$ cat config.mk
export PLATFORM = sky130hd
export DESIGN_NAME = sshp_slave_flat
export DESIGN_NICKNAME = d
export VERILOG_FILES = /design/src/rtl/sshp_pkg.sv /design/src/rtl/sshp_if.sv /design/src/rtl/sshp_slave.sv /design/src/flat_wrapper.sv
export VERILOG_INCLUDE_DIRS = /design/src /design/src/rtl
export SDC_FILE = /design/constraint.sdc
export NUM_CORES = 1
export LEC_CHECK = 0
export BUFFER_PORTS_ARGS = -buffer_cell sky130_fd_sc_hd__buf_2
export CAP_MARGIN = 10
export CORE_AREA = 2 2 132 166
export CTS_CLUSTER_SIZE = 25
export DETAILED_ROUTE_END_ITERATION = 6
export DIE_AREA = 0 0 134 168
export SLEW_MARGIN = 5
export SYNTH_ARGS = -nofsm -noshare
export SYNTH_HDL_FRONTEND = slang
export SYNTH_SLANG_ARGS = --single-unit
$ cat constraint.sdc
create_clock -name clk_i -period 6.5 [get_ports clk_i]
set_clock_uncertainty 0.2 [all_clocks]
set_input_delay 0.975 -clock clk_i [delete_from_list [all_inputs] [get_ports clk_i]]
set_output_delay 0.975 -clock clk_i [all_outputs]
set_load 0.02 [all_outputs]
$ cat src/rtl/sshp_cfg.svh
// Constants for the SPI slave host port: opcodes, field positions, limits
`ifndef SSHP_CFG_SVH
`define SSHP_CFG_SVH
`define SSHP_OP_REG_RD      2'h0
`define SSHP_OP_REG_WR      2'h1
`define SSHP_OP_RXQ_RD      2'h2
`define SSHP_OP_TXQ_WR      2'h3
`define SSHP_OP_MSB         7
`define SSHP_OP_LSB         6
`define SSHP_BE_MSB         5
`define SSHP_BE_LSB         2
`define SSHP_ADDR_HI_MSB    1
`define SSHP_ADDR_LO_MSB    7
`define SSHP_ADDR_LO_LSB    4
`define SSHP_RXQ_MAX_BYTES  12288
`define SSHP_TXQ_MAX_BYTES  6144
`define SSHP_CLK_DIV        4
`define SSHP_QCMD_DMA_BIT   3
`endif

$ cat src/rtl/sshp_pkg.sv
// Types shared by both ends of the SPI slave host port, plus the command phases used by the slave end only
package sshp_pkg;
  typedef logic [1:0] sshp_op_t;
  typedef logic [5:0] sshp_addr_t;
  typedef logic [3:0] sshp_be_t;
  typedef enum logic [1:0] {SSHP_CMD0, SSHP_CMD1, SSHP_DATA} sshp_phase_e;
endpackage

$ cat src/rtl/sshp_if.sv
// Four-wire link between the SPI master and the slave port
`timescale 1ns/100ps
`default_nettype none
interface sshp_if;
  logic sclk;
  logic cs_n;
  logic sdi;
  logic sdo;
  modport slave  (input sclk, input cs_n, input sdi, output sdo);
  modport master (output sclk, output cs_n, output sdi, input sdo);
endinterface
`default_nettype wire

$ cat src/rtl/sshp_slave.sv
// Device end of the SPI slave host port: command decode, register and queue access
`include "sshp_cfg.svh"
`timescale 1ns/100ps
`default_nettype none
module sshp_slave
  import sshp_pkg::*;
(
  input  wire logic        clk_i,        // System clock
  input  wire logic        nrst_i,       // Async reset, active low
  sshp_if.slave            spi,          // Serial link
  output logic             reg_wr_o,     // Register write strobe
  output logic             reg_rd_o,     // Register read strobe
  output sshp_addr_t       reg_addr_o,   // Dword address
  output sshp_be_t         reg_be_o,     // Byte lanes to write
  output logic [31:0]      reg_wdata_o,  // Write data
  input  wire logic [31:0] reg_rdata_i,  // Read data, valid after reg_rd_o
  output logic             txq_valid_o,  // Transmit queue byte strobe
  output logic [7:0]       txq_data_o,   // Transmit queue byte
  output logic             rxq_pop_o,    // Receive queue byte request
  input  wire logic [7:0]  rxq_data_i,   // Receive queue byte, valid after pop
  output logic             busy_o        // Transaction in progress
);
  logic [1:0]  sclk_s;
  logic [1:0]  cs_s;
  logic [1:0]  sdi_s;
  logic        sclk_d;
  logic        cs_d;
  sshp_phase_e phase;
  logic [2:0]  bitcnt;
  logic [7:0]  shin;
  logic [7:0]  shout;
  sshp_op_t    op;
  logic [1:0]  lane;
  logic [13:0] bytes;
  logic        rd_pend;
  logic        pop_pend;
  logic [31:0] rbuf;

  // Pins cross into clk_i domain through two flops
  always_ff @(posedge clk_i or negedge nrst_i)
    if (!nrst_i)
    begin
      sclk_s <= 2'h0;
      cs_s   <= 2'h3;
      sdi_s  <= 2'h0;
      sclk_d <= 1'b0;
      cs_d   <= 1'b1;
    end
    else
    begin
      sclk_s <= {sclk_s[0], spi.sclk};
      cs_s   <= {cs_s[0], spi.cs_n};
      sdi_s  <= {sdi_s[0], spi.sdi};
      sclk_d <= sclk_s[1];
      cs_d   <= cs_s[1];
    end

  wire       sclk_rise = sclk_s[1] & ~sclk_d & ~cs_s[1];
  wire       cs_fall   = ~cs_s[1] & cs_d;
  wire       cs_rise   = cs_s[1] & ~cs_d;
  wire [7:0] byte_in   = {shin[6:0], sdi_s[1]};
  wire       byte_done = sclk_rise && bitcnt == 3'h7;
  wire       is_reg    = ~byte_in[`SSHP_OP_MSB];
  wire [1:0] new_op    = byte_in[`SSHP_OP_MSB:`SSHP_OP_LSB];
  wire [13:0] qlimit   = (op == `SSHP_OP_RXQ_RD) ? 14'(`SSHP_RXQ_MAX_BYTES)
                                                 : 14'(`SSHP_TXQ_MAX_BYTES);

  // Next enabled lane at or after l; 3'h4 when none
  function automatic logic [2:0] next_lane(input logic [3:0] be, input logic [2:0] l);
    logic [2:0] r;
    r = 3'h4;
    for (int i = 3; i >= 0; i--)
      if (be[i] && 3'(i) >= l)
        r = 3'(i);
    return r;
  endfunction

  wire [2:0] first_lane = next_lane(reg_be_o, 3'h0);
  wire [2:0] after_lane = next_lane(reg_be_o, {1'b0, lane} + 3'h1);

  always_ff @(posedge clk_i or negedge nrst_i)
    if (!nrst_i)
    begin
      phase       <= SSHP_CMD0;
      bitcnt      <= 3'h0;
      shin        <= 8'h00;
      op          <= 2'h0;
      lane        <= 2'h0;
      bytes       <= 14'h0;
      reg_addr_o  <= 6'h00;
      reg_be_o    <= 4'h0;
      reg_wdata_o <= 32'h0;
      reg_wr_o    <= 1'b0;
      reg_rd_o    <= 1'b0;
      txq_valid_o <= 1'b0;
      txq_data_o  <= 8'h00;
      rxq_pop_o   <= 1'b0;
      busy_o      <= 1'b0;
    end
    else
    begin
      reg_wr_o    <= 1'b0;
      reg_rd_o    <= 1'b0;
      txq_valid_o <= 1'b0;
      rxq_pop_o   <= 1'b0;
      if (cs_fall || cs_rise)
      begin
        // Partial commands die here with no strobe issued
        phase  <= SSHP_CMD0;
        bitcnt <= 3'h0;
        busy_o <= cs_fall;
        // Register write commits once, at frame end, with the lanes named in the command
        if (cs_rise && phase == SSHP_DATA && op == `SSHP_OP_REG_WR)
          reg_wr_o <= 1'b1;
      end
      else if (sclk_rise)
      begin
        shin   <= byte_in;
        bitcnt <= bitcnt + 3'h1;
        if (byte_done)
        begin
          unique case (phase)
            SSHP_CMD0:
            begin
              op <= new_op;
              reg_be_o <= byte_in[`SSHP_BE_MSB:`SSHP_BE_LSB];
              reg_addr_o[5:4] <= byte_in[`SSHP_ADDR_HI_MSB:0];
              bytes <= 14'h0;
              phase <= is_reg ? SSHP_CMD1 : SSHP_DATA;
              if (new_op == `SSHP_OP_RXQ_RD)
                rxq_pop_o <= 1'b1;
            end
            SSHP_CMD1:
            begin
              reg_addr_o[3:0] <= byte_in[`SSHP_ADDR_LO_MSB:`SSHP_ADDR_LO_LSB];
              lane  <= first_lane[1:0];
              reg_wdata_o <= 32'h0;
              phase <= SSHP_DATA;
              if (op == `SSHP_OP_REG_RD)
                reg_rd_o <= 1'b1;
            end
            SSHP_DATA:
            begin
              if (op == `SSHP_OP_REG_WR && !after_lane[2] | (after_lane == 3'h4 && bytes < 14'h4)
                  && op == `SSHP_OP_REG_WR)
                reg_wdata_o[8*lane +: 8] <= byte_in;
              if (!after_lane[2])
                lane <= after_lane[1:0];
              if (op[1] && bytes < qlimit)
              begin
                bytes <= bytes + 14'h1;
                if (op == `SSHP_OP_TXQ_WR)
                begin
                  txq_valid_o <= 1'b1;
                  txq_data_o  <= byte_in;
                end
                else
                  rxq_pop_o <= 1'b1;
              end
              else if (!op[1])
                bytes <= bytes + 14'h1;
            end
          endcase
        end
      end
    end

  // Read data loads one cycle after its request
  always_ff @(posedge clk_i or negedge nrst_i)
    if (!nrst_i)
    begin
      rd_pend  <= 1'b0;
      pop_pend <= 1'b0;
      rbuf     <= 32'h0;
    end
    else
    begin
      rd_pend  <= reg_rd_o;
      pop_pend <= rxq_pop_o;
      if (rd_pend)
        rbuf <= reg_rdata_i;
      else if (pop_pend)
        rbuf <= {24'h0, rxq_data_i};
    end

  wire [7:0] out_byte = op[1] ? rbuf[7:0] : rbuf[8*lane +: 8];

  // Output shifts on sclk rise so the master samples it on the next rise
  always_ff @(posedge clk_i or negedge nrst_i)
    if (!nrst_i)
      shout <= 8'h00;
    else if (cs_fall)
      shout <= 8'h00;
    else if (sclk_rise)
    begin
      if (bitcnt == 3'h0 && phase == SSHP_DATA)
        shout <= {out_byte[6:0], 1'b0};
      else
        shout <= {shout[6:0], 1'b0};
    end

  logic sdo_q;
  always_ff @(posedge clk_i or negedge nrst_i)
    if (!nrst_i)
      sdo_q <= 1'b0;
    else if (sclk_rise)
      sdo_q <= (bitcnt == 3'h0 && phase == SSHP_DATA) ? out_byte[7] : shout[7];

  assign spi.sdo = sdo_q;
endmodule // sshp_slave
`default_nettype wire

$ cat src/flat_wrapper.sv
// flat-port wrapper written by rule: the top's interface ports become plain ports
module sshp_slave_flat import sshp_pkg::*;
  (clk_i, nrst_i, reg_wr_o, reg_rd_o, reg_addr_o, reg_be_o, reg_wdata_o, reg_rdata_i, txq_valid_o, txq_data_o, rxq_pop_o, rxq_data_i, busy_o, spi_sclk, spi_cs_n, spi_sdi, spi_sdo);
  sshp_if spi_i ();
  input  wire logic clk_i;
  input  wire logic nrst_i;
  output logic reg_wr_o;
  output logic reg_rd_o;
  output sshp_addr_t reg_addr_o;
  output sshp_be_t reg_be_o;
  output logic [31:0] reg_wdata_o;
  input  wire logic [31:0] reg_rdata_i;
  output logic txq_valid_o;
  output logic [7:0] txq_data_o;
  output logic rxq_pop_o;
  input  wire logic [7:0] rxq_data_i;
  output logic busy_o;
  input wire logic [$bits(spi_i.sclk)-1:0] spi_sclk;
  input wire logic [$bits(spi_i.cs_n)-1:0] spi_cs_n;
  input wire logic [$bits(spi_i.sdi)-1:0] spi_sdi;
  output wire logic [$bits(spi_i.sdo)-1:0] spi_sdo;
  assign spi_i.sclk = spi_sclk;
  assign spi_i.cs_n = spi_cs_n;
  assign spi_i.sdi = spi_sdi;
  assign spi_sdo = spi_i.sdo;
  sshp_slave u_core (.clk_i(clk_i), .nrst_i(nrst_i), .spi(spi_i), .reg_wr_o(reg_wr_o), .reg_rd_o(reg_rd_o), .reg_addr_o(reg_addr_o), .reg_be_o(reg_be_o), .reg_wdata_o(reg_wdata_o), .reg_rdata_i(reg_rdata_i), .txq_valid_o(txq_valid_o), .txq_data_o(txq_data_o), .rxq_pop_o(rxq_pop_o), .rxq_data_i(rxq_data_i), .busy_o(busy_o));
endmodule
; ---- Word-level counts from Yosys, hierarchy flattened
; Cells that the tools add are included.
[classes]
reduce_logical = 32
n_addsub = 4
mux = 51
n_lt_le_gt_ge = 6
n_shift = 3
n_bitwise = 9
eq_ne = 11
[op_table]
columns = operator, n
row1 = two-way mux 32 bit, 3
row2 = one-hot mux 32 bit (2 select lines), 1
row3 = two-way mux 14 bit, 3
row4 = negator 5 -> 34 bit, 1
row5 = variable shift 8 x 34 -> 32 bit (first input constant), 1
row6 = variable part select 8 x 34 -> 32 bit, 1
row7 = bitwise mux 32 bit, 1
row8 = two-way mux 8 bit, 4
row9 = variable part select 32 x 6 -> 8 bit, 1
row10 = one-hot mux 14 bit (2 select lines), 1
row11 = two-way mux 1 bit, 20
row12 = two-way mux 2 bit, 9
row13 = two-way mux 3 bit, 6
row14 = AND reduction 5 bit, 3
row15 = adder 14 x 1 -> 14 bit (second input constant), 1
row16 = < comparator 14 bit, 1
row17 = < comparator 14 x 3 -> 1 bit (second input constant), 1
row18 = logical AND 1 bit, 12
row19 = nonzero test 2 bit, 6
row20 = == test 2 bit (second input constant), 4
row21 = one-hot mux 2 bit (2 select lines), 2
row22 = AND reduction 4 bit, 2
row23 = == test 3 bit (second input constant), 2
row24 = greater-or-equal comparator 1 x 3 -> 1 bit (first input constant), 2
row25 = other kinds (19), 28
[totals]
ff_bits = 136
elab_cells = 142

; ---- Depth between registers and ports, before layout
; Gate-level depths: netlist of the first run.
[depth]
depth_word = 14
depth_mapped = 9

; ---- Least setup slack after synthesis of the first run
; Ideal clock, no wire load.
[synth_timing]
path_kind = register to register
start = reg u_core.lane[1]
end = reg u_core.reg_wdata_o[24]
synth_period_minus_slack_ns = 2.428
slack_ns = 4.072
t_arrival_ns = 2.161
setup_time_ns = 0.067
stages_incl_launch_ff = 10
n_path_buf = 2
cell_sequence = dfrtp_1 buf_2 inv_1 ha_1 o21ai_1 nand3_2 nor4_4 or3_1 buf_6 a22o_1
[synth_via]
elab_chain_cells = 14
[synth_lines]
columns = element, line
row1 = start: declaration, sshp_slave.sv:33  ; logic [1:0] lane;
row2 = start signal: assignment, sshp_slave.sv:136  ; lane <= first_lane[1:0];
row3 = start signal: assignment, sshp_slave.sv:148  ; lane <= after_lane[1:0];
row4 = adder 2 x 1 -> 3 bit, sshp_slave.sv:79  ; wire [2:0] after_lane = next_lane(reg_be_o, {1'b0, lane} + 3'h1);
row5 = greater-or-equal comparator 2 x 3 -> 1 bit, sshp_slave.sv:73  ; if (be[i] && 3'(i) >= l)
row6 = logical AND 1 bit, sshp_slave.sv:73
row7 = two-way mux 3 bit (4 in series), sshp_slave.sv:73
row8 = == test 3 bit, sshp_slave.sv:144  ; if (op == `SSHP_OP_REG_WR && !after_lane[2] | (after_lane == 3'h4 && bytes < 14'h4)
row9 = logical AND 1 bit, sshp_slave.sv:144
row10 = bitwise OR 1 bit, sshp_slave.sv:144
row11 = logical AND 1 bit, sshp_slave.sv:144
row12 = logical AND 1 bit (no source line), n/a
row13 = inequality test 2 x 1 -> 1 bit (no source line), n/a
row14 = AND reduction 5 bit (no source line), n/a
row15 = end signal: indexed assignment, sshp_slave.sv:146  ; reg_wdata_o[8*lane +: 8] <= byte_in;
row16 = end: declaration, sshp_slave.sv:15  ; output logic [31:0] reg_wdata_o,
; Several ways; a longest one is shown, not always the timed one. The select of a mux whose other input is x is not followed.
; A chain may end at the register's enable or synchronous reset.

; ---- Worst setup path after layout of the first run
[layout_timing]
start = reg u_core.lane[0]
end = reg u_core.reg_wdata_o[12]
; Same word-level chain as after synthesis.

==> results.json, run 1 <==
{
  "outcome": "finished clean",
  "synth_top_flop_cell": "dfrtp_1",
  "pwr-share-seq_pct": 47.2,
  "syn_area_um2": 6200,
  "cp.arrival_ns": 3.17,
  "syn_to_final_growth_pct": 20.9,
  "synth_top_area_cell": "dfrtp_1",
  "ios": 101,
  "start_util_pct": 29.4,
  "ys_seq_area_share_pct": 54.5,
  "coreArea_um2": 21100,
  "globalRouteTotalUtil_pct": 13.5,
  "die_x_um": 134,
  "grt_pass1_wl_um": 23800,
  "grt_pass1_vias": 4471,
  "hold_depth": 0,
  "cts_buffer_depth": 2,
  "total_power_w": 0.00192,
  "slowest_delay_ns": 0.73,
  "postCtsHoldBufs": 0,
  "rr_worst_depth": 7,
  "postLayoutCellArea_um2": 7500,
  "finalHoldViolations": 0,
  "rows": 60,
  "grt-ovfl-total": 0,
  "clkLatencyLatePin_ns": 0.42,
  "crit_cells": 7,
  "internal_power_w": 0.00146,
  "clkSlewWorstSetupHoldPaths_ns": 0.06,
  "cts_buffers": 17,
  "slowest_stage": "dfrtp_1",
  "route.detailed.drc": 0,
  "hold_class": "flop to flop",
  "final_nets": 703,
  "synth-edff-count": 0,
  "fmax_mhz": 333,
  "slew_viol_final": 0,
  "viasPerCell": 4.81,
  "synth_top_area_share_pct": 53.3,
  "pwr-share-comb_pct": 3.0,
  "cp_top_family": "simple AND/OR/NAND/NOR gates",
  "drt_iter0_drc": 219,
  "worst_setup_path_end_kind": "flop",
  "synthDistinctLibCells": 65,
  "worstPathMaxFanout": 19,
  "postCtsSetupBuffers": 0,
  "fin_tns_setup_ns": 0,
  "syn_inst": 550,
  "antenna_cells": 0,
  "fin_crit_ns": 3.00,
  "via_count": 4504,
  "synthArstFlopShare_pct": 100,
  "antenna_found_initial": 0,
  "ir_drop_uv": 192,
  "htreeDepth": 4,
  "maxCapViolCount": 0,
  "pwr-share-clk_pct": 49.8,
  "port_buffers": 100,
  "fin_crit_sh_pct": 46.2,
  "gp_congestion": 0.816,
  "syn_nets": 609,
  "worst_pin_slew_ns": 1.11,
  "crit_path_start_kind": "flop",
  "drive_above_1_share_pct": 26.9,
  "switching_share_pct": 23.8,
  "placed_cell_area_um2": 6910,
  "ctsResizeCount": 0,
  "rsz0062_at_grt": "no",
  "place_inst": 904,
  "wl_per_cell_um": 15.7,
  "p_sw_w": 0.000456,
  "stdcell_count": 936,
  "hpwl_um": 10000,
  "p_leak_nw": 3.47,
  "die-area_um2": 22500,
  "powerDensity_nw_per_um2": 256,
  "path_cells": "inv_1, ha_1, o21ai_1, nand3_2, nor4_4, or3_1, a22o_1",
  "drt_pre_antenna_iters": 5,
  "maxSlewHeadroom_pct": 25.4,
  "syn_avg_cell_area_um2": 11.3,
  "grt_max_degree": 77,
  "fp.dieH_um": 168,
  "yosys_register_bits": 135,
  "critical_path_class": "flop to flop",
  "ant_nets": 0,
  "worstPathRequired_ns": 6.66,
  "cts_tree": "yes",
  "numClockSinks": 135,
  "path_buf_inv": 1,
  "setup_viol": 0,
  "routed_wl_um": 14700,
  "ys_warn_count": 0,
  "synthTopCellsByArea": "dfrtp_1, a22o_1, mux2_2, nand2_1, o21ai_0",
  "cts_root_buf": "clkbuf_16"
}
## per-layer routing
metal  track usage [%]  part of all wire, %  routed length (um)  vias to the layer above
li1                  -                    -                   -                     2171
met1              17.8                   47                6850                     2188
met2              21.4                   47                6930                      130
met3              3.34                  4.6                 674                       15
met4              5.50                  1.6                 238                        0
met5                 0                    0                   0                        -
## area by class of cell
class	instances	area, um^2
fill	2112	13600
sequential	135	3380
multi-input combinational	373	2590
timing repair buffer	103	529
clock buffer	19	443
tap	279	349
clock inverter	13	146
inverter	14	52.6
## cell usage in the layout (no fill, tap or decap), drive strengths merged, types with 3 or more instances in the layout
| cell type | netlist | layout |
|---|---|---|
| nand2 | 64 | 64 |
| a31oi | 3 | 3 |
| and3 | 3 | 3 |
| nand2b | 26 | 26 |
| o21ai | 38 | 38 |
| ha | 14 | 14 |
| inv | 14 | 17 |
| a22o | 39 | 39 |
| a211oi | 5 | 5 |
| nand3 | 9 | 9 |
| or3 | 4 | 4 |
| nor2 | 37 | 37 |
| nand3b | 3 | 3 |
| dfstp | 3 | 3 |
| buf | 12 | 103 |
| clkinv | 0 | 6 |
| a21oi | 10 | 10 |
| a22oi | 8 | 8 |
| nor3b | 3 | 3 |
| o221ai | 6 | 6 |
| a21boi | 3 | 3 |
| nor3 | 7 | 7 |
| nor4 | 5 | 5 |
| and4 | 4 | 4 |
| clkbuf | 14 | 19 |
| xnor2 | 8 | 8 |
| and2 | 6 | 6 |
| dfrtp | 132 | 132 |
| mux2i | 17 | 17 |
| mux2 | 23 | 23 |
| nand4 | 5 | 5 |
## cell usage after synthesis, types with 3 or more instances
library cell / count
a31oi_1: 3
a21oi_1: 10
a22oi_1: 8
nand4_1: 5
dfrtp_1: 132
clkbuf_1: 14
nand3_1: 8
mux2_2: 23
xnor2_1: 8
nor4_1: 3
o221ai_1: 6
nand2_1: 64
or3_1: 4
inv_1: 14
o21ai_0: 36
and4_1: 4
nor2_1: 36
and2_1: 5
dfstp_2: 3
nor3_2: 4
ha_1: 14
nand3b_1: 3
buf_6: 6
nand2b_1: 25
a22o_1: 39
buf_2: 5
a211oi_1: 5
mux2i_1: 17
## worst reg2reg max path, stage by stage, from the launching register on
cell	delay, ns
dfrtp_1	0.73
inv_1	0.27
ha_1	0.30
o21ai_1	0.20
nand3_2	0.13
nor4_4	0.52
or3_1	0.40
a22o_1	0.20
## kinds of logic (layout without fill, tap and decap cells)
logic type / after synthesis / after routing / share of synthesized area (%)
AOI/OAI and AO/OA: 128 / 128 / 14.9
xor gates and xnor gates: 10 / 10 / 1.41
adders and majority gates: 14 / 14 / 2.82
buffers and inverters: 42 / 149 / 3.63
DFF: 135 / 135 / 54.5
muxes: 40 / 40 / 6.92
and+or+nand+nor: 181 / 181 / 15.8
## power groups by stage
| stage | clock network (W) | logic (W) | registers, W |
|---|---|---|---|
| 3_3_place_gp | 0 | 0.0000592 | 0.000919 |
| 4_1_cts | 0.000973 | 0.0000601 | 0.000905 |
| 6_report | 0.000956 | 0.0000579 | 0.000905 |
| 5_1_grt | 0.00102 | 0.0000660 | 0.000908 |
| 3_5_place_dp | 0 | 0.0000600 | 0.000920 |
| 2_1_floorplan | 0 | 0.0000418 | 0.000888 |
## sequential cells by signal, summed over array words and instances (netlist names), 2 cells and up
| name | count |
|---|---|
| u_core.phase | 2 |
| u_core.op | 2 |
| u_core.sclk_s | 2 |
| u_core.reg_be_o | 4 |
| u_core.shin | 7 |
| u_core.txq_data_o | 8 |
| u_core.bytes | 14 |
| u_core.sdi_s | 2 |
| u_core.reg_addr_o | 6 |
| u_core.reg_wdata_o | 32 |
| u_core.shout | 7 |
| u_core.bitcnt | 3 |
| u_core.rbuf | 32 |
| u_core.lane | 2 |
| u_core.cs_s | 2 |
## final timing paths
kind | slack (ns) | end | start
worst min-delay path | 0.15 | u_core.sdi_s[1] | u_core.sdi_s[0]
min in group asynchronous | 0.31 | u_core.txq_data_o[7] | nrst_i
worst max-delay path | 3.50 | u_core.reg_wdata_o[12] | u_core.lane[0]
worst min register to register | 0.15 | u_core.sdi_s[1] | u_core.sdi_s[0]
worst max register to register | 3.50 | u_core.reg_wdata_o[12] | u_core.lane[0]
max in group asynchronous | 4.42 | u_core.shout[2] | nrst_i
## stage by stage
| stage | hold WS (ns) | worst slack [ns] | util, % |
|---|---|---|---|
| floorplan | 0.131 | 4.07 | - |
| global route | 0.159 | 3.23 | 35.5 |
| detailed placement | 0.135 | 3.50 | 32.7 |
| global placement | 0.136 | 3.52 | 32.7 |
| finish | 0.148 | 3.50 | 35.5 |
| CTS | 0.149 | 3.48 | 35.5 |
No activity file was read; power rests on OpenSTA's default activity.
==> inputs of run 2 (changes only) <==
==> constraint.sdc (replaced) <==
create_clock -name clk_i -period 2.41 [get_ports clk_i]
set_clock_uncertainty 0.2 [all_clocks]
set_input_delay 0.3615 -clock clk_i [delete_from_list [all_inputs] [get_ports clk_i]]
set_output_delay 0.3615 -clock clk_i [all_outputs]
set_load 0.02 [all_outputs]
==> results.json, run 2 (same netlist as run 1, synthesis figures left out) <==
{
  "outcome": "finished clean",
  "setup_slack_ns": 0.100,
  "port_buffers": 100,
  "powerDensity_nw_per_um2": 645,
  "slew_viol_final": 0,
  "dp_slack_ns": -0.0221,
  "drt_pre_antenna_iters": 4,
  "rsz0062_at_grt": "yes",
  "wl_per_cell_um": 15.4,
  "drt_iter0_drc": 305,
  "multiInputGateArea_um2": 2630,
  "fp.dieH_um": 168,
  "worst_setup_path_end_kind": "flop",
  "hpwl_um": 10700,
  "mostFrequentLayoutCells": "dfrtp_1, buf_2, nand2_1",
  "htreeDepth": 4,
  "grt_max_degree": 60,
  "worstPathRequired_ns": 2.52,
  "cts_buffers": 17,
  "gp_congestion": 0.800,
  "place_inst": 938,
  "viasPerCell": 4.72,
  "stdcell_count": 1007,
  "setup_viol": 0,
  "route.detailed.drc": 0,
  "die_x_um": 134,
  "grt-ovfl-total": 0,
  "grt_pass1_vias": 4820,
  "syn_to_final_growth_pct": 31.9,
  "clkLatencyLatePin_ns": 0.43,
  "die-area_um2": 22500,
  "finalHoldViolations": 0,
  "ir_drop_uv": 507,
  "fin_crit_sh_pct": 95.8,
  "cts_buffer_depth": 2,
  "routed_wl_um": 15500,
  "worst_pin_slew_ns": 0.560,
  "maxSlewHeadroom_pct": 62.5,
  "antenna_found_initial": 0,
  "antenna_cells": 0,
  "via_count": 4756,
  "fin_crit_ns": 2.31,
  "cts_root_buf": "clkbuf_16",
  "critical_path_class": "flop to flop",
  "rows": 60,
  "hold_class": "input port to flop",
  "fmax_mhz": 433,
  "ios": 101,
  "worstPathMaxFanout": 8,
  "cp.arrival_ns": 2.42,
  "final_nets": 774,
  "numClockSinks": 135,
  "p_leak_nw": 3.83,
  "n_fill_cell": 2041,
  "ant_nets": 0,
  "coreArea_um2": 21100,
  "drive_above_1_share_pct": 30.2,
  "maxCapViolCount": 0,
  "regArea_um2": 3380,
  "cts_tree": "yes",
  "crit_path_start_kind": "flop",
  "globalRouteTotalUtil_pct": 14.4,
  "clkSlewWorstSetupHoldPaths_ns": 0.07,
  "start_util_pct": 29.4,
  "top_regs": "u_core.rbuf x32, u_core.reg_wdata_o x32, u_core.bytes x14",
  "grt_pass1_wl_um": 25400,
  "final_common_cell": "dfrtp_1"
}
[run 2: changes by cell type in the layout (fill, tap and decap cells not counted), moves of 4 or more]
| cell | delta |
|---|---|
| or3_4 | +4 |
| buf_4 | +33 |
| or3_1 | -4 |
| dlygate4sd3_1 | +36 |
[run 2: stage by stage]
step                      power (W)  utilization, %  cell area, um^2  hold WS [ns]  TNS (ns)
after floorplan             0.00251               -             6200        -0.134         0
after global placement      0.00266            34.1             7190         0.128         0
after detailed placement    0.00266            34.1             7190         0.132    -0.223
after CTS                   0.00535            38.7             8160        0.0104         0
after global routing        0.00549            38.8             8180        0.0370  -0.00623
final                       0.00528            38.8             8180        0.0231         0
[run 2: report_power, final]
part           leakage, nW  internal (W)  switching (W)
clock                0.290       0.00155        0.00107
combinational         1.78      0.000117      0.0000971
sequential            1.76       0.00231       0.000125
total                 3.83       0.00398        0.00130
[run 2: repair_timing]
item / 4_1_cts / 5_1_grt
resized for setup: 4 / 6
gates cloned: 0 / 0
endpoints found under the hold margin: 76 / 0
buffers inserted: 0 / 1
hold buffers: 36 / 0
pin swaps: 0 / 1
setup endpoints to repair: 32 / 35
[run 2: critical path, cell delays in order, from the launching register on]
cell	delay, ns
dfrtp_1	0.42
nor4_1	0.37
and3_2	0.30
nor4_4	0.05
buf_4	0.17
or3_4	0.44
a22o_1	0.25
[run 2: path summary, 6_finish.rpt]
| check | startpoint | end | slack, ns | cells past startpoint |
|---|---|---|---|---|
| worst max-delay path | u_core.bytes[9] | u_core.reg_wdata_o[1] | 0.10 | 6 |
| worst min-delay path | rxq_data_i[3] | u_core.rbuf[3] | 0.02 | 3 |
| min in group asynchronous | nrst_i | u_core.txq_valid_o | 0.23 | 2 |
| max in group asynchronous | nrst_i | u_core.reg_wdata_o[7] | 1.13 | 3 |
| worst max register to register | u_core.bytes[9] | u_core.reg_wdata_o[1] | 0.10 | 6 |
| worst min register to register | u_core.sdi_s[0] | u_core.sdi_s[1] | 0.15 | 0 |
[run 2: per-layer routing]
| metal | vias up | global-route usage (%) | wire, um |
|---|---|---|---|
| met1 | 2309 | 17.7 | 6770 |
| li1 | 2324 | - | - |
| met2 | 111 | 24.5 | 7830 |
| met4 | 0 | 5.27 | 208 |
| met5 | - | 0 | 0 |
| met3 | 12 | 3.46 | 687 |
[run 2: cell type report]
type                       instances  share of cell area [%]
clock buffer                      18                    5.25
clock inverter                    14                    2.02
inverter                          14                   0.642
multi-input combinational        373                    32.1
sequential                       135                    41.3
tap                              279                    4.27
timing repair buffer             174                    14.4
==> inputs of run 3 (changes only) <==
--- a/config.mk
+++ b/config.mk
@@ -12,6 +12,7 @@
 export CTS_CLUSTER_SIZE = 25
 export DETAILED_ROUTE_END_ITERATION = 6
 export DIE_AREA = 0 0 134 168
+export GPL_TIMING_DRIVEN = 0
 export SLEW_MARGIN = 5
 export SYNTH_ARGS = -nofsm -noshare
 export SYNTH_HDL_FRONTEND = slang
==> results.json, run 3 (same netlist as run 1, synthesis figures left out) <==
{
  "powerDensity_nw_per_um2": 648,
  "cp_top_family": "simple AND/OR/NAND/NOR gates",
  "ant_nets": 0,
  "routed_wl_um": 16200,
  "hold_depth": 3,
  "worstPathMaxFanout": 8,
  "finalHoldViolations": 0,
  "path_cells": "buf_6, ha_2, nand2b_4, a21boi_4, nor4_4, buf_6, or3_1, buf_6, a22o_1",
  "mostFrequentLayoutCells": "dfrtp_1, buf_2, nand2_1",
  "die-area_um2": 22500,
  "slowest_delay_ns": 0.44,
  "coreArea_um2": 21100,
  "total_power_w": 0.00539,
  "worst_setup_path_end_kind": "flop",
  "cp_common_cell": "buf_6",
  "r2r_end": "u_core.reg_wdata_o[23]",
  "cp.arrival_ns": 2.47,
  "critical_path_class": "flop to flop",
  "p_leak_nw": 3.80,
  "rows": 60,
  "worstPathRequired_ns": 2.52,
  "hp-start": "rxq_data_i[3]",
  "gp_congestion": 0.816,
  "fp.dieH_um": 168,
  "postLayoutCellArea_um2": 8310,
  "hold_end": "u_core.rbuf[3]",
  "final_common_cell": "dfrtp_1",
  "clkLatencyLatePin_ns": 0.42,
  "drive_above_1_share_pct": 30.7,
  "grt_pass1_vias": 4976,
  "ir_drop_uv": 480,
  "cts_buffers": 17,
  "globalRouteTotalUtil_pct": 14.9,
  "path_buf_inv": 3,
  "dp_slack_ns": -0.522,
  "multiInputGateArea_um2": 2700,
  "outcome": "finished clean",
  "slowest_stage": "dfrtp_2",
  "fmax_mhz": 424,
  "setup_slack_ns": 0.0495,
  "slew_viol_final": 0,
  "cts_tree": "yes",
  "fin_crit_sh_pct": 97.9,
  "syn_to_final_growth_pct": 34.0,
  "ios": 101,
  "whs_ns": 0.0273,
  "route.detailed.drc": 0,
  "hpwl_um": 11100,
  "maxCapViolCount": 0,
  "start_util_pct": 29.4,
  "final_nets": 776,
  "fin_crit_ns": 2.36,
  "via_count": 4849,
  "rr_worst_depth": 9,
  "placed_cell_area_um2": 7080,
  "grt_max_degree": 91,
  "maxSlewHeadroom_pct": 58.6,
  "htreeDepth": 4,
  "top_regs": "u_core.rbuf x32, u_core.reg_wdata_o x32, u_core.bytes x14",
  "regArea_um2": 3390,
  "drt_iter0_drc": 339,
  "port_buffers": 100,
  "grt-ovfl-total": 0,
  "grt_pass1_wl_um": 26200,
  "setup_viol": 0,
  "viasPerCell": 4.81,
  "postLayoutCoreUtil_pct": 39.4,
  "cts_buffer_depth": 2,
  "clkSlewWorstSetupHoldPaths_ns": 0.06,
  "numClockSinks": 135,
  "cts_root_buf": "clkbuf_16",
  "n_fill_cell": 2064,
  "die_x_um": 134,
  "antenna_cells": 0,
  "crit_path_start_kind": "flop",
  "rrSetupSlack_ns": 0.05,
  "hold_class": "input port to flop",
  "r2r-start": "u_core.lane[1]",
  "drt_pre_antenna_iters": 4,
  "wl_per_cell_um": 16.0,
  "rsz0062_at_grt": "yes",
  "worst_pin_slew_ns": 0.617,
  "antenna_found_initial": 0
}
==> run 3: cell type report <==
class                      instances  share of cell area [%]
inverter                          14                   0.753
tap                              279                    4.20
timing repair buffer             149                    12.1
multi-input combinational        373                    32.5
buffer                            27                    2.30
sequential                       135                    40.8
clock inverter                    11                    1.75
clock buffer                      21                    5.66
==> run 3: how the worst max path moves through the flow <==
stage	end	slack [ns]	startpoint	cells after the start
2_1_floorplan	u_core.reg_wdata_o[10]	0.02	u_core.lane[1]	9
3_3_place_gp	u_core.rbuf[13]	-1.17	nrst_i	1
3_5_place_dp	u_core.reg_wdata_o[13]	-0.52	u_core.lane[1]	8
4_1_cts	u_core.reg_wdata_o[23]	-0.03	u_core.lane[1]	9
5_1_grt	u_core.reg_addr_o[5]	-0.03	u_core.cs_d	6
6_report	u_core.reg_wdata_o[23]	0.05	u_core.lane[1]	9
==> run 3: report_power, final <==
group	switching (W)	internal, W
clock network	0.000999	0.00171
logic	0.000159	0.000138
registers	0.0000673	0.00231
total	0.00123	0.00416
==> run 3: worst register-to-register path, stage by stage, from the launching register on <==
cell and delay, ns:
dfrtp_2 0.44, buf_6 0.14, ha_2 0.17, nand2b_4 0.14, a21boi_4 0.20, nor4_4 0.05, buf_6 0.14, or3_1 0.38
buf_6 0.15, a22o_1 0.23
==> run 3: per-stage QoR <==
step                TNS (ns)  std cells
global placement     -176.52        929
floorplan                  0        550
CTS                   -0.614        999
finish                     0       1009
detailed placement    -21.51        930
global route          -0.121       1009
==> run 3: timing repair <==
action / in CTS / in global routing
endpoints found under the hold margin: 77 / 0
setup buffers: 2 / 10
gates resized for setup: 20 / 24
hold buffers: 36 / 0
pin swaps: 3 / 7
endpoints found under the setup margin: 63 / 55
==> run 3: per-layer routing <==
metal,vias to the layer above,part of all wire (%),track usage (%)
li1,2312,-,-
met2,106,49,24.6
met1,2409,45,18.8
met4,0,1.7,5.55
met5,-,0,0
met3,22,3.9,3.85
